==> src/shared/sct_pkg.sv <==
// package for the single-cycle instruction timing decoder
// assumes one core clock; every timing figure is counted in core clocks
package sct_pkg;

  // core clock figure; one counted cycle is one period of it
  localparam int CLK_PERIOD_NS = 5;

  // instruction byte lengths
  localparam logic [1:0] LEN_ONE = 2'h1;
  localparam logic [1:0] LEN_TWO = 2'h2;
  localparam logic [1:0] LEN_THREE = 2'h3;

  // execution cycle counts
  localparam logic [3:0] CYC_ONE = 4'h1;
  localparam logic [3:0] CYC_TWO = 4'h2;
  localparam logic [3:0] CYC_THREE = 4'h3;
  localparam logic [3:0] CYC_FOUR = 4'h4;
  localparam logic [3:0] CYC_NINE = 4'h9;
  // external move base count, before wait states are added
  localparam logic [3:0] CYC_EXT_BASE = 4'h4;

  // wait-state field width (0 to 7 wait states)
  localparam int WAIT_W = 3;

  // reset values
  localparam logic [3:0] REMAIN_RST = 4'h0;

  // one decoded timing entry
  typedef struct packed {
    logic known;
    logic ext_move;
    logic [1:0] len;
    logic [3:0] cyc;
  } sct_timing_t;

  localparam sct_timing_t TIMING_RST = '{
    known: 1'b0, ext_move: 1'b0, len: 2'h1, cyc: 4'h1};

endpackage

==> src/design/sct_decoder.sv <==
// instruction length and cycle timing decoder with occupancy sequencer
// assumes opcode and wait count come from logic on the same core clock
//
// Function
// - add, add-carry, subtract-borrow with register: one byte, one cycle
// - add/subtract with pointer-indirect operand: one byte, two cycles
// - add/subtract with direct or immediate operand: two bytes, two cycles
// - multiply accumulator by auxiliary register: one byte, four cycles
// - divide: one byte, nine cycles; decimal adjust: one byte, two cycles
// - inc/dec of accumulator or register 1/1; indirect forms 1/2
// - decrement of direct byte: two bytes, two cycles
// - and/or/xor register into accumulator: one byte, one cycle
// - and/or/xor indirect into accumulator: one byte, two cycles
// - logic immediate into direct byte 3/3; other direct/immediate 2/2
// - clear, complement, swap and rotates of accumulator: 1/1
// - accumulator to/from indirect 1/2; register to accumulator 1/1
// - direct-to-direct move and immediate to direct: three bytes, three
// - load data pointer immediate: three bytes, three cycles
// - code-memory reads relative to pointer or counter: 1/4
// - external data moves, any address width or direction: 1/4 base
// - each external-move wait state adds exactly one cycle
// - push/pop direct 2/2; exchange indirect or its nibble 1/2
// - direct-bit operations including carry combine and store: 2/2
// - indirect jump 1/3; subroutine and interrupt return 1/4
// - absolute call and absolute jump: two bytes, three cycles
// - each counted cycle is exactly one core clock period
`timescale 1ns/1ps

module sct_decoder
(
  input wire logic mclk_i,
  input wire logic rst_n_i,
  input wire logic opcode_valid_i,
  input wire logic [7:0] opcode_i,
  input wire logic [sct_pkg::WAIT_W-1:0] external_move_wait_count_i,
  output logic accepted_o,
  output logic busy_o,
  output logic next_fetch_o,
  output logic known_o,
  output logic [1:0] insn_len_o,
  output logic [3:0] insn_cycles_o
);
  import sct_pkg::*;

  logic rst_sync1_reg;
  logic rst_sync2_reg;
  logic rst_n;

  // reset release through two flops so every register on rst_n leaves reset together
  always_ff @(posedge mclk_i or negedge rst_n_i)
  begin
    if (!rst_n_i)
    begin
      rst_sync1_reg <= 1'b0;
      rst_sync2_reg <= 1'b0;
    end
    else
    begin
      rst_sync1_reg <= 1'b1;
      rst_sync2_reg <= rst_sync1_reg;
    end
  end
  assign rst_n = rst_sync2_reg;

  // builds one table entry
  function automatic sct_timing_t ent(input logic [1:0] l,
                                      input logic [3:0] c);
    sct_timing_t t;
    t.known = 1'b1;
    t.ext_move = 1'b0;
    t.len = l;
    t.cyc = c;
    return t;
  endfunction

  // opcode to length and base cycles; rows absent from the table decode as
  // unknown with a safe one-byte, one-cycle default
  function automatic sct_timing_t lookup(input logic [7:0] op);
    sct_timing_t t;
    t = TIMING_RST;
    casez (op)
      // arithmetic
      // add register to accumulator
      8'b0010_1???:
        t = ent(LEN_ONE, CYC_ONE);
      // add register with carry
      8'b0011_1???:
        t = ent(LEN_ONE, CYC_ONE);
      // subtract register with borrow
      8'b1001_1???:
        t = ent(LEN_ONE, CYC_ONE);
      // add pointer-indirect operand
      8'b0010_011?:
        t = ent(LEN_ONE, CYC_TWO);
      // add pointer-indirect operand with carry
      8'b0011_011?:
        t = ent(LEN_ONE, CYC_TWO);
      // subtract pointer-indirect operand with borrow
      8'b1001_011?:
        t = ent(LEN_ONE, CYC_TWO);
      // add immediate or direct byte
      8'h24, 8'h25:
        t = ent(LEN_TWO, CYC_TWO);
      // add-carry immediate or direct byte
      8'h34, 8'h35:
        t = ent(LEN_TWO, CYC_TWO);
      // subtract-borrow immediate or direct byte
      8'h94, 8'h95:
        t = ent(LEN_TWO, CYC_TWO);
      // multiply accumulator by auxiliary register
      8'ha4:
        t = ent(LEN_ONE, CYC_FOUR);
      // divide; the longest fixed occupancy in the table
      8'h84:
        t = ent(LEN_ONE, CYC_NINE);
      // decimal adjust of the accumulator
      8'hd4:
        t = ent(LEN_ONE, CYC_TWO);
      // increment and decrement of the accumulator
      8'h04, 8'h14:
        t = ent(LEN_ONE, CYC_ONE);
      // increment and decrement of a working register
      8'b0000_1???, 8'b0001_1???:
        t = ent(LEN_ONE, CYC_ONE);
      // indirect increment and decrement need a memory turn
      8'b0000_011?, 8'b0001_011?:
        t = ent(LEN_ONE, CYC_TWO);
      // decrement of a direct byte
      8'h15:
        t = ent(LEN_TWO, CYC_TWO);
      // logic
      // or register into accumulator
      8'b0100_1???:
        t = ent(LEN_ONE, CYC_ONE);
      // and register into accumulator
      8'b0101_1???:
        t = ent(LEN_ONE, CYC_ONE);
      // exclusive-or register into accumulator
      8'b0110_1???:
        t = ent(LEN_ONE, CYC_ONE);
      // or indirect into accumulator
      8'b0100_011?:
        t = ent(LEN_ONE, CYC_TWO);
      // and indirect into accumulator
      8'b0101_011?:
        t = ent(LEN_ONE, CYC_TWO);
      // exclusive-or indirect; one byte like its siblings, the opcode
      // carries no operand byte
      8'b0110_011?:
        t = ent(LEN_ONE, CYC_TWO);
      // immediate data into a direct byte
      8'h43, 8'h53, 8'h63:
        t = ent(LEN_THREE, CYC_THREE);
      // accumulator with direct byte or immediate
      8'h44, 8'h45, 8'h54, 8'h55, 8'h64, 8'h65:
        t = ent(LEN_TWO, CYC_TWO);
      // accumulator into a direct byte
      8'h42, 8'h52, 8'h62:
        t = ent(LEN_TWO, CYC_TWO);
      // clear, complement and nibble swap
      8'he4, 8'hf4, 8'hc4:
        t = ent(LEN_ONE, CYC_ONE);
      // the four rotates, with and without carry
      8'h23, 8'h33, 8'h03, 8'h13:
        t = ent(LEN_ONE, CYC_ONE);
      // data transfer
      // register to or from accumulator, exchange with register
      8'b1110_1???, 8'b1111_1???, 8'b1100_1???:
        t = ent(LEN_ONE, CYC_ONE);
      // accumulator to or from pointer-indirect memory
      8'b1110_011?, 8'b1111_011?:
        t = ent(LEN_ONE, CYC_TWO);
      // remaining one-operand moves and exchange with a direct byte
      8'he5, 8'h74, 8'hf5, 8'b0111_1???, 8'b1010_1???, 8'b1000_1???,
      8'b0111_011?, 8'b1000_011?, 8'b1010_011?, 8'hc5:
        t = ent(LEN_TWO, CYC_TWO);
      // direct to direct and immediate to direct
      8'h85, 8'h75:
        t = ent(LEN_THREE, CYC_THREE);
      // data pointer load
      8'h90:
        t = ent(LEN_THREE, CYC_THREE);
      // code-memory reads
      8'h93, 8'h83:
        t = ent(LEN_ONE, CYC_FOUR);
      // external moves; wait states are added outside the table
      8'he0, 8'hf0, 8'b1110_001?, 8'b1111_001?:
      begin
        t = ent(LEN_ONE, CYC_EXT_BASE);
        t.ext_move = 1'b1;
      end
      // stack push and pop
      8'hc0, 8'hd0:
        t = ent(LEN_TWO, CYC_TWO);
      // exchange with indirect memory or its low nibble
      8'b1100_011?, 8'b1101_011?:
        t = ent(LEN_ONE, CYC_TWO);
      // boolean
      // carry-only operations
      8'hc3, 8'hd3, 8'hb3:
        t = ent(LEN_ONE, CYC_ONE);
      // operations naming a direct bit
      8'hc2, 8'hd2, 8'hb2, 8'h82, 8'hb0, 8'h72, 8'ha0, 8'ha2, 8'h92:
        t = ent(LEN_TWO, CYC_TWO);
      // branching
      // indirect jump
      8'h73:
        t = ent(LEN_ONE, CYC_THREE);
      // subroutine and interrupt return
      8'h22, 8'h32:
        t = ent(LEN_ONE, CYC_FOUR);
      // absolute call and jump, page bits in the upper three
      8'b???1_0001, 8'b???0_0001:
        t = ent(LEN_TWO, CYC_THREE);
      default:
        t = TIMING_RST;
    endcase
    return t;
  endfunction

  sct_timing_t base_w;
  sct_timing_t final_w;
  logic [3:0] wait_ext_w;
  logic accept_w;
  logic last_w;

  logic busy_reg;
  logic busy_next;
  logic [3:0] remain_reg;
  logic [3:0] remain_next;
  logic fetch_reg;
  logic fetch_next;
  logic accepted_reg;
  sct_timing_t cur_reg;
  sct_timing_t cur_next;

  // decode and wait-state extension; wait count is sampled at accept only
  assign base_w = lookup(opcode_i);
  assign wait_ext_w = {1'b0, external_move_wait_count_i};
  assign final_w.known = base_w.known;
  assign final_w.ext_move = base_w.ext_move;
  assign final_w.len = base_w.len;
  assign final_w.cyc = base_w.ext_move ? base_w.cyc + wait_ext_w
                                       : base_w.cyc;

  // a new opcode is taken only when the previous one has fully elapsed
  assign accept_w = opcode_valid_i && !busy_reg;
  assign last_w = busy_reg && (remain_reg == CYC_ONE);

  // next-state selection
  assign cur_next = accept_w ? final_w : cur_reg;
  assign remain_next = accept_w ? final_w.cyc
                     : busy_reg ? remain_reg - CYC_ONE
                     : remain_reg;
  assign busy_next = accept_w ? 1'b1 : (last_w ? 1'b0 : busy_reg);
  assign fetch_next = last_w;

  // occupancy flag; high from the take until the last counted cycle
  always_ff @(posedge mclk_i or negedge rst_n)
  begin
    if (!rst_n)
      busy_reg <= 1'b0;
    else
      busy_reg <= busy_next;
  end

  // remaining cycles; one decrement per core clock, never skipped
  always_ff @(posedge mclk_i or negedge rst_n)
  begin
    if (!rst_n)
      remain_reg <= REMAIN_RST;
    else
      remain_reg <= remain_next;
  end

  // fetch pulse, one cycle wide
  always_ff @(posedge mclk_i or negedge rst_n)
  begin
    if (!rst_n)
      fetch_reg <= 1'b0;
    else
      fetch_reg <= fetch_next;
  end

  // take pulse, one cycle wide
  always_ff @(posedge mclk_i or negedge rst_n)
  begin
    if (!rst_n)
      accepted_reg <= 1'b0;
    else
      accepted_reg <= accept_w;
  end

  // latched timing entry; stands until the next take
  always_ff @(posedge mclk_i or negedge rst_n)
  begin
    if (!rst_n)
      cur_reg <= TIMING_RST;
    else
      cur_reg <= cur_next;
  end

  // all outputs straight from flops
  assign accepted_o = accepted_reg;
  assign busy_o = busy_reg;
  assign next_fetch_o = fetch_reg;
  assign known_o = cur_reg.known;
  assign insn_len_o = cur_reg.len;
  assign insn_cycles_o = cur_reg.cyc;

endmodule

==> config.mk <==
export PLATFORM = sky130hd
export DESIGN_NAME = sct_decoder
export DESIGN_NICKNAME = d
export VERILOG_FILES = /design/src/shared/sct_pkg.sv /design/src/design/sct_decoder.sv
export SDC_FILE = /design/constraint.sdc
export NUM_CORES = 1
export LEC_CHECK = 0
export BUFFER_PORTS_ARGS = -buffer_cell sky130_fd_sc_hd__buf_2
export CORE_MARGIN = 2
export CORE_UTILIZATION = 55
export DETAILED_ROUTE_END_ITERATION = 12
export MAX_ROUTING_LAYER = met4
export PLACE_DENSITY_LB_ADDON = 0.08
export SYNTH_ARGS = -nofsm -noshare
export SYNTH_HDL_FRONTEND = slang
export SYNTH_SLANG_ARGS = --single-unit
==> constraint.sdc <==
create_clock -name mclk_i -period 0.8 [get_ports mclk_i]
set_input_delay 0.04 -clock mclk_i [delete_from_list [all_inputs] [get_ports mclk_i]]
set_output_delay 0.04 -clock mclk_i [all_outputs]
set_load 0.01 [all_outputs]
==> metrics.yaml, run 1 <==
outcome:
  status: "did not finish"
  haltStage: "4_1_cts"
  error: "[ERROR DPL-0033] detailed placement checks failed during check placement."
clocking:
  cts-htree-levels: 1
  cts_sinks: 16
  post_cts_resized: 67
  cts_root_buf: "clkbuf_4"
  cts.path.max_buffers: 2
  cts_setup_buffers: 10
  cts_buffers: 3
  ctsHoldBuffers: 1
synthesis:
  yosys-top-cells-count: "14 x dfrtp_1, 11 x nand2_1, 9 x inv_1, 9 x nor2_1, 6 x o21ai_0"
  ys_ff_latch: 16
  synth_cell_types: 64
  synth.top_cell.area_share: 0.246
  yosysSeqAreaShare: 0.283
  synth_ff_type: "dfrtp_1"
  ys_async_sr_fraction: 1.00
  syn_nets: 177
  yosysMostFrequentCell: "dfrtp_1"
  yosysWarnings: 0
  syn_inst: 157
  synthTopCellsByArea: "dfrtp_1 25%, ha_1 4.4%, buf_6 4.0%, dfstp_2 3.7%, a211o_1 3.1%"
  syn_area_per_cell_um2: 9.07
  synth_top_area_cell: "dfrtp_1"
  syn_area_mm2: 0.00142
  synth-edff-count: 0
die:
  placementRows: 18
  io_pins: 24
  start_util: 0.580
  die_h_um: 54.9
  die_x_um: 54.9
placed_design:
  place.gp.congestion: 0.932
  hpwl_mm: 3.33
  portBuffers: 23
  post_dp_cell_area_mm2: 0.00197
==> cells by family after synthesis <==
| group | after synthesis | share of synthesized area |
|---|---|---|
| other | 1 | 0.00263 |
| flip-flops | 16 | 0.283 |
| AND/OR/NAND/NOR | 63 | 0.289 |
| multiplexers | 1 | 0.00703 |
| AO/OA/AOI/OAI | 45 | 0.243 |
| buffers and inverters | 20 | 0.0870 |
| XOR/XNOR | 5 | 0.0308 |
| adder cells (fa/ha/maj) | 6 | 0.0580 |
==> per-stage QoR <==
step                      instances  worst slack [ns]
after floorplan                 157             -1.58
after global placement          252             -1.75
after detailed placement        252             -1.80
==> run 2: changes to the inputs <==
--- a/config.mk
+++ b/config.mk
@@ -6,11 +6,10 @@
 export NUM_CORES = 1
 export LEC_CHECK = 0
 export BUFFER_PORTS_ARGS = -buffer_cell sky130_fd_sc_hd__buf_2
-export CORE_MARGIN = 2
-export CORE_UTILIZATION = 55
+export CORE_AREA = 2 2 63 65
 export DETAILED_ROUTE_END_ITERATION = 12
-export MAX_ROUTING_LAYER = met4
-export PLACE_DENSITY_LB_ADDON = 0.08
+export DIE_AREA = 0 0 65 67
+export PLACE_DENSITY_LB_ADDON = 0.15
 export SYNTH_ARGS = -nofsm -noshare
 export SYNTH_HDL_FRONTEND = slang
 export SYNTH_SLANG_ARGS = --single-unit
==> metrics.yaml, run 2 <==
synthesis:
  syn_nets: 177  # unchanged
  yosysWarnings: 0  # unchanged
  ys_ff_latch: 16  # unchanged
  yosysMostFrequentCell: "dfrtp_1"
  synth_ff_type: "dfrtp_1"
  synth-edff-count: 0  # unchanged
  synth_top_area_cell: "dfrtp_1"
  syn_area_mm2: 0.00142  # unchanged
  synth.top_cell.area_share: 0.246  # unchanged
  yosysSeqAreaShare: 0.283  # unchanged
  syn_area_per_cell_um2: 9.07  # unchanged
  synth_cell_types: 64  # unchanged
  synthTopCellsByArea: "dfrtp_1 25%, ha_1 4.4%, buf_6 4.0%, dfstp_2 3.7%, a211o_1 3.1%"
  yosys-top-cells-count: "14 x dfrtp_1, 11 x nand2_1, 9 x inv_1, 9 x nor2_1, 6 x o21ai_0"
  syn_inst: 157  # unchanged
  ys_async_sr_fraction: 1.00  # unchanged
clocking:
  insertion_delay_ns: 0.25
  cts_root_buf: "clkbuf_8"
  path_clk_slew_ns: 0.06
  cts_sinks: 16  # unchanged
  cts_buffers: 3  # unchanged
  cts-htree-levels: 1  # unchanged
  cts.path.max_buffers: 2  # unchanged
  cts_tree: "done"
setup_path:
  reg2reg_slack_ns: -0.54
  path_class: "input port to flip-flop"
  critPathLaunchType: "input port"
  cp.arrival_ns: 2.39
  r2r-end: "remain_reg[3]"
  reg2regPathDepth: 4
  crit_path_end_kind: "flip-flop"
  critical_path.max_fanout: 5
  critPathRequiredTime_ns: 0.97
  startpoint: "opcode_i[1]"
  r2r-start: "remain_reg[0]"
power:
  vdd_drop_max_mv: 1.26
  power_density_mw_per_mm2: 1880
  internal-power_mw: 3.29
  p_leak_nw: 1.33
  combPwrFrac: 0.615
  pwr-share-clk: 0.114
  swShare: 0.363
  p_switching_mw: 1.87
  sequentialPowerShare: 0.270
layout:
  drive_gt1_frac: 0.650
  area_growth_pct: 92.7
  antenna_cells: 0
  fill_cells: 243
  fin_cells: 314
  nNetsFinal: 288
  stdcell_area_mm2: 0.00274
  final_common_cell: "buf_4"
  layout_common_cells: "76 x buf_4, 19 x buf_6, 14 x dfrtp_1, 13 x buf_2, 10 x nand2_1"
grt:
  antenna_found_initial: 0
  grt_max_degree: 15
  grt_usage: 0.254
  grt_first_pass_wirelength_mm: 8.40
  first_global_vias: 1734
  grt_overflow: 0
die:
  placementRows: 22  # +4
  die_h_um: 67  # +22%
  dieArea_mm2: 0.00436
  fp.coreArea_mm2: 0.00361
  start_util: 0.395  # -0.185
  io_pins: 24  # unchanged
  die_x_um: 65  # +18%
run:
  drv_cap: 0
detailed_routing:
  detail-route-antenna-nets: 0
  viasPerCell: 5.31
  drtPass1Iterations: 4
  avgRoutedWirePerCell_um: 17.8
  routed_wl_mm: 5.59
  drc: 0
  num_vias: 1667
  first_iter_violations: 89
timing:
  whs_ns: 0.107
  final_max_slew_viol_count: 0
  finalCritPeriodShare: 2.78
  skew_ns: 0.00714
  layout_min_cycle_time_ns: 2.23
  worst_slack_ns: -1.43
  max_freq_mhz: 449
  setup_violations: 19
  finalHoldViolations: 0
  rsz0062_at_grt: "true"
outcome:
  violations: "setup timing"
  status: "finished with violations"
placed_design:
  place_inst: 276  # +9.5%
  hpwl_mm: 3.34  # +0.33%
  place.gp.congestion: 0.886  # -5.0%
  post-place-ws_ns: -1.93  # -0.128 ns
  post_dp_cell_area_mm2: 0.00204  # +3.4%
  portBuffers: 23  # unchanged
hold_path:
  hp-class: "input port to asynchronous set/reset pin"
-- run 2: cell counts after synthesis --
No cell type changed its count.
-- run 2: layout make-up --
type / count / area [µm²] / area share
Multi-Input combinational cell: 121 / 1160 / 0.424
Timing Repair Buffer: 117 / 1040 / 0.378
Sequential cell: 16 / 403 / 0.147
Tap cell: 48 / 60.1 / 0.0219
Clock buffer: 3 / 41.3 / 0.0150
Inverter: 9 / 38.8 / 0.0141
-- run 2: worst max-delay path, cell delays in order --
cell,delay (ns)
buf_12,0.11
or3b_4,0.39
o31a_1,0.26
a211o_1,0.27
nand3_2,0.11
nor2_4,0.05
nand2_4,0.08
ha_4,0.13
inv_2,0.03
fa_2,0.34
xnor2_2,0.14
o21ai_2,0.08
or2_1,0.22
a22oi_2,0.16
-- run 2: layer usage --
layer / share of wire / global-route usage / vias up
met5: 0 / 0 / -
met4: 0.036 / 0.0585 / 0
met3: 0.032 / 0.0372 / 20
met2: 0.52 / 0.466 / 44
met1: 0.41 / 0.312 / 806
li1: - / - / 797
-- run 2: what timing repair did --
| item | 4_1_cts | 5_1_grt |
|---|---|---|
| hold buffers | 1 | 0 |
| resized for setup | 52 | 28 |
| endpoints found under the hold margin | 2 | 0 |
| buffers inserted | 26 | 9 |
| setup endpoints to repair | 20 | 24 |
| gates cloned | 3 | 0 |
| pin swaps | 24 | 22 |
-- run 2: cell families (layout without fill, tap and decap cells) --
| kind of cell | Yosys count | in the layout | synth area share |
|---|---|---|---|
| flops | 16 | 16 | 0.283 |
| fa+ha+maj | 6 | 6 | 0.0580 |
| buf+inv | 20 | 129 | 0.0870 |
| simple gates | 63 | 63 | 0.289 |
| mux | 1 | 1 | 0.00703 |
| compound gates | 45 | 45 | 0.243 |
| xor+xnor | 5 | 5 | 0.0308 |
| other cells | 1 | 1 | 0.00263 |
-- run 2: power groups by stage --
stage | Sequential [mW] | Clock (mW) | Combinational, mW
detailed placement | 1.36 | 0 | 2.22
CTS | 1.39 | 0.589 | 2.90
finish | 1.40 | 0.589 | 3.17
global placement | 1.35 | 0 | 2.12
global route | 1.42 | 0.637 | 3.44
floorplan | 1.44 | 0 | 1.28
-- run 2: through the flow --
stage	TNS, ns	utilization	power (mW)
global route	-13.82	0.761	5.50
floorplan	-12.64	-	2.72
CTS	-12.41	0.715	4.88
global placement	-15.85	0.565	3.46
finish	-13.05	0.761	5.16
detailed placement	-16.86	0.565	3.58
-- run 2: how the worst max path moves through the flow --
stage	end	cells past startpoint
finish	remain_reg[2]	14
global route	remain_reg[2]	14
CTS	remain_reg[2]	15
detailed placement	remain_reg[3]	14
global placement	remain_reg[3]	14
floorplan	remain_reg[2]	14
Note: power is estimated with default switching activity, not from simulation.
==> run 3: changes to the inputs <==
--- a/config.mk
+++ b/config.mk
@@ -9,7 +9,7 @@
 export CORE_AREA = 2 2 63 65
 export DETAILED_ROUTE_END_ITERATION = 12
 export DIE_AREA = 0 0 65 67
-export PLACE_DENSITY_LB_ADDON = 0.15
+export PLACE_DENSITY_LB_ADDON = 0.05
 export SYNTH_ARGS = -nofsm -noshare
 export SYNTH_HDL_FRONTEND = slang
 export SYNTH_SLANG_ARGS = --single-unit
==> metrics.yaml, run 3 (synthesis gave the netlist of run 2 again) <==
layout:
  final_common_cell: "buf_4"
  nNetsFinal: 279  # -3.1%
  drive_gt1_frac: 0.636  # -0.0147
  layout_common_cells: "69 x buf_4, 20 x buf_6, 14 x dfrtp_1, 13 x buf_2, 10 x nand2_1"
  antenna_cells: 0  # unchanged
  stdcell_area_mm2: 0.00259  # -5.5%
  area_growth_pct: 82.2
timing:
  layout_min_cycle_time_ns: 2.26  # +0.0303 ns
  finalCritPeriodShare: 2.82  # +0.0379
  final_max_slew_viol_count: 0  # unchanged
  finalHoldViolations: 0  # unchanged
  max_freq_mhz: 443  # -1.3%
  setup_violations: 20  # +1
  rsz0062_at_grt: "true"
  skew_ns: 0.00430  # -0.00284 ns
  worst_slack_ns: -1.46  # -0.0303 ns
  whs_ns: 0.107  # -0.000319 ns
power:
  vdd_drop_max_mv: 0.853  # -32%
  power_density_mw_per_mm2: 1990  # +6.1%
  p_leak_nw: 1.26  # -4.9%
  finalPower_mw: 5.17  # +0.30%
placed_design:
  portBuffers: 23  # unchanged
  post-place-ws_ns: -1.85  # +0.0782 ns
  place.gp.congestion: 0.873  # -1.5%
  hpwl_mm: 3.09  # -7.4%
  post_dp_cell_area_mm2: 0.00198  # -2.6%
die:
  start_util: 0.395  # unchanged
  die_x_um: 65  # unchanged
  placementRows: 22  # unchanged
  fp.coreArea_mm2: 0.00361  # unchanged
  dieArea_mm2: 0.00436  # unchanged
  die_h_um: 67  # unchanged
  io_pins: 24  # unchanged
clocking:
  cts_sinks: 16  # unchanged
  cts.path.max_buffers: 2  # unchanged
  path_clk_slew_ns: 0.06  # about the same
  cts_tree: "done"
  cts-htree-levels: 1  # unchanged
  cts_root_buf: "clkbuf_8"
  insertion_delay_ns: 0.25  # about the same
  cts_buffers: 3  # unchanged
detailed_routing:
  drtPass1Iterations: 4  # unchanged
  num_vias: 1583  # -5.0%
  routed_wl_mm: 4.54  # -19%
  detail-route-antenna-nets: 0  # unchanged
  avgRoutedWirePerCell_um: 14.8  # -17%
  viasPerCell: 5.17  # -2.6%
  drc: 0  # unchanged
  first_iter_violations: 54  # -39%
grt:
  antenna_found_initial: 0  # unchanged
  grt_max_degree: 15  # unchanged
  top_usage_layer: "met2"
  grt_overflow: 0  # unchanged
  first_global_vias: 1672  # -3.6%
  met3_usage: 0.0270  # -0.0101
  use_met1: 0.229  # -0.0823
  met2_usage: 0.450  # -0.0168
  grt_first_pass_wirelength_mm: 7.47  # -11%
  grt_usage: 0.226  # -0.0282
setup_path:
  critPathLaunchType: "input port"
  path_cells: "buf_8, or3b_1, o31a_1, a211o_1, nand3_2, nor2_4, nand2_4, ha_4, inv_2, fa_2, xnor2_2, o21ai_2, or2_1, a22oi_2"
  path_class: "input port to flip-flop"
  cp.arrival_ns: 2.43  # +0.04 ns
  critPathSlowestCell: "fa_2"
  crit_path_end_kind: "flip-flop"
  path_delay_family: "simple AND/OR/NAND/NOR gates"
  critPathMaxStageDelay_ns: 0.37  # -0.02 ns
  critPathRequiredTime_ns: 0.97  # about the same
  critical_path.max_fanout: 7  # +2
  path_buf_inv: 2  # unchanged
outcome:
  status: "finished with violations"
  violations: "setup timing"
hold_path:
  hp-class: "input port to asynchronous set/reset pin"
run:
  drv_cap: 0  # unchanged
run 3: changes by cell type in the layout (fill, tap and decap cells not counted), sizes merged:
cell | previous run | this run
clkbuf | 3 | 5
buf | 116 | 106
run 3: per-layer routing:
metal / part of all wire / vias up
met4: 0.033 / 0
met3: 0.031 / 14
met5: 0 / -
li1: - / 776
met1: 0.39 / 746
met2: 0.54 / 47
run 3: final timing paths:
check / from / endpoint / slack (ns) / cells after the start
max in group asynchronous: rst_n / insn_len_o[0] / 0.39 / 1
hold / removal: rst_n_i / rst_sync1_reg / 0.11 / 2
setup reg to reg: remain_reg[0] / remain_reg[1] / -0.42 / 4
min in group mclk_i: opcode_valid_i / known_o / 0.18 / 3
hold reg to reg: rst_n / busy_o / 0.17 / 1
setup / recovery: opcode_i[1] / remain_reg[2] / -1.46 / 14
run 3: where the power goes:
part	internal (mW)	leakage, nW	switching (mW)
Combinational	1.78	1.04	1.29
Sequential	1.15	0.191	0.246
Clock	0.436	0.0288	0.270
Total	3.37	1.26	1.80
run 3: stage by stage:
stage,utilization,setup TNS [ns],cells
6_report,0.719,-13.87,306
5_1_grt,0.719,-15.08,306
4_1_cts,0.682,-13.55,298
3_5_place_dp,0.550,-16.02,269
3_3_place_gp,0.550,-15.44,269
2_1_floorplan,-,-12.64,157
run 3: area by class of cell:
class,instances,area [µm²]
fill,261,1010
inverter,9,41.3
clock buffer,4,55.1
multi-input combinational,121,1140
sequential,16,403
timing repair buffer,108,896
tap,48,60.1
run 3: what timing repair did:
action / 4_1_cts / 5_1_grt
resized for setup: 55 / 21
gates cloned: 0 / 1
setup buffers: 25 / 9
pin swaps: 23 / 20
endpoints found under the hold margin: 2 / 0
setup endpoints to repair: 21 / 22
hold buffers: 1 / 0
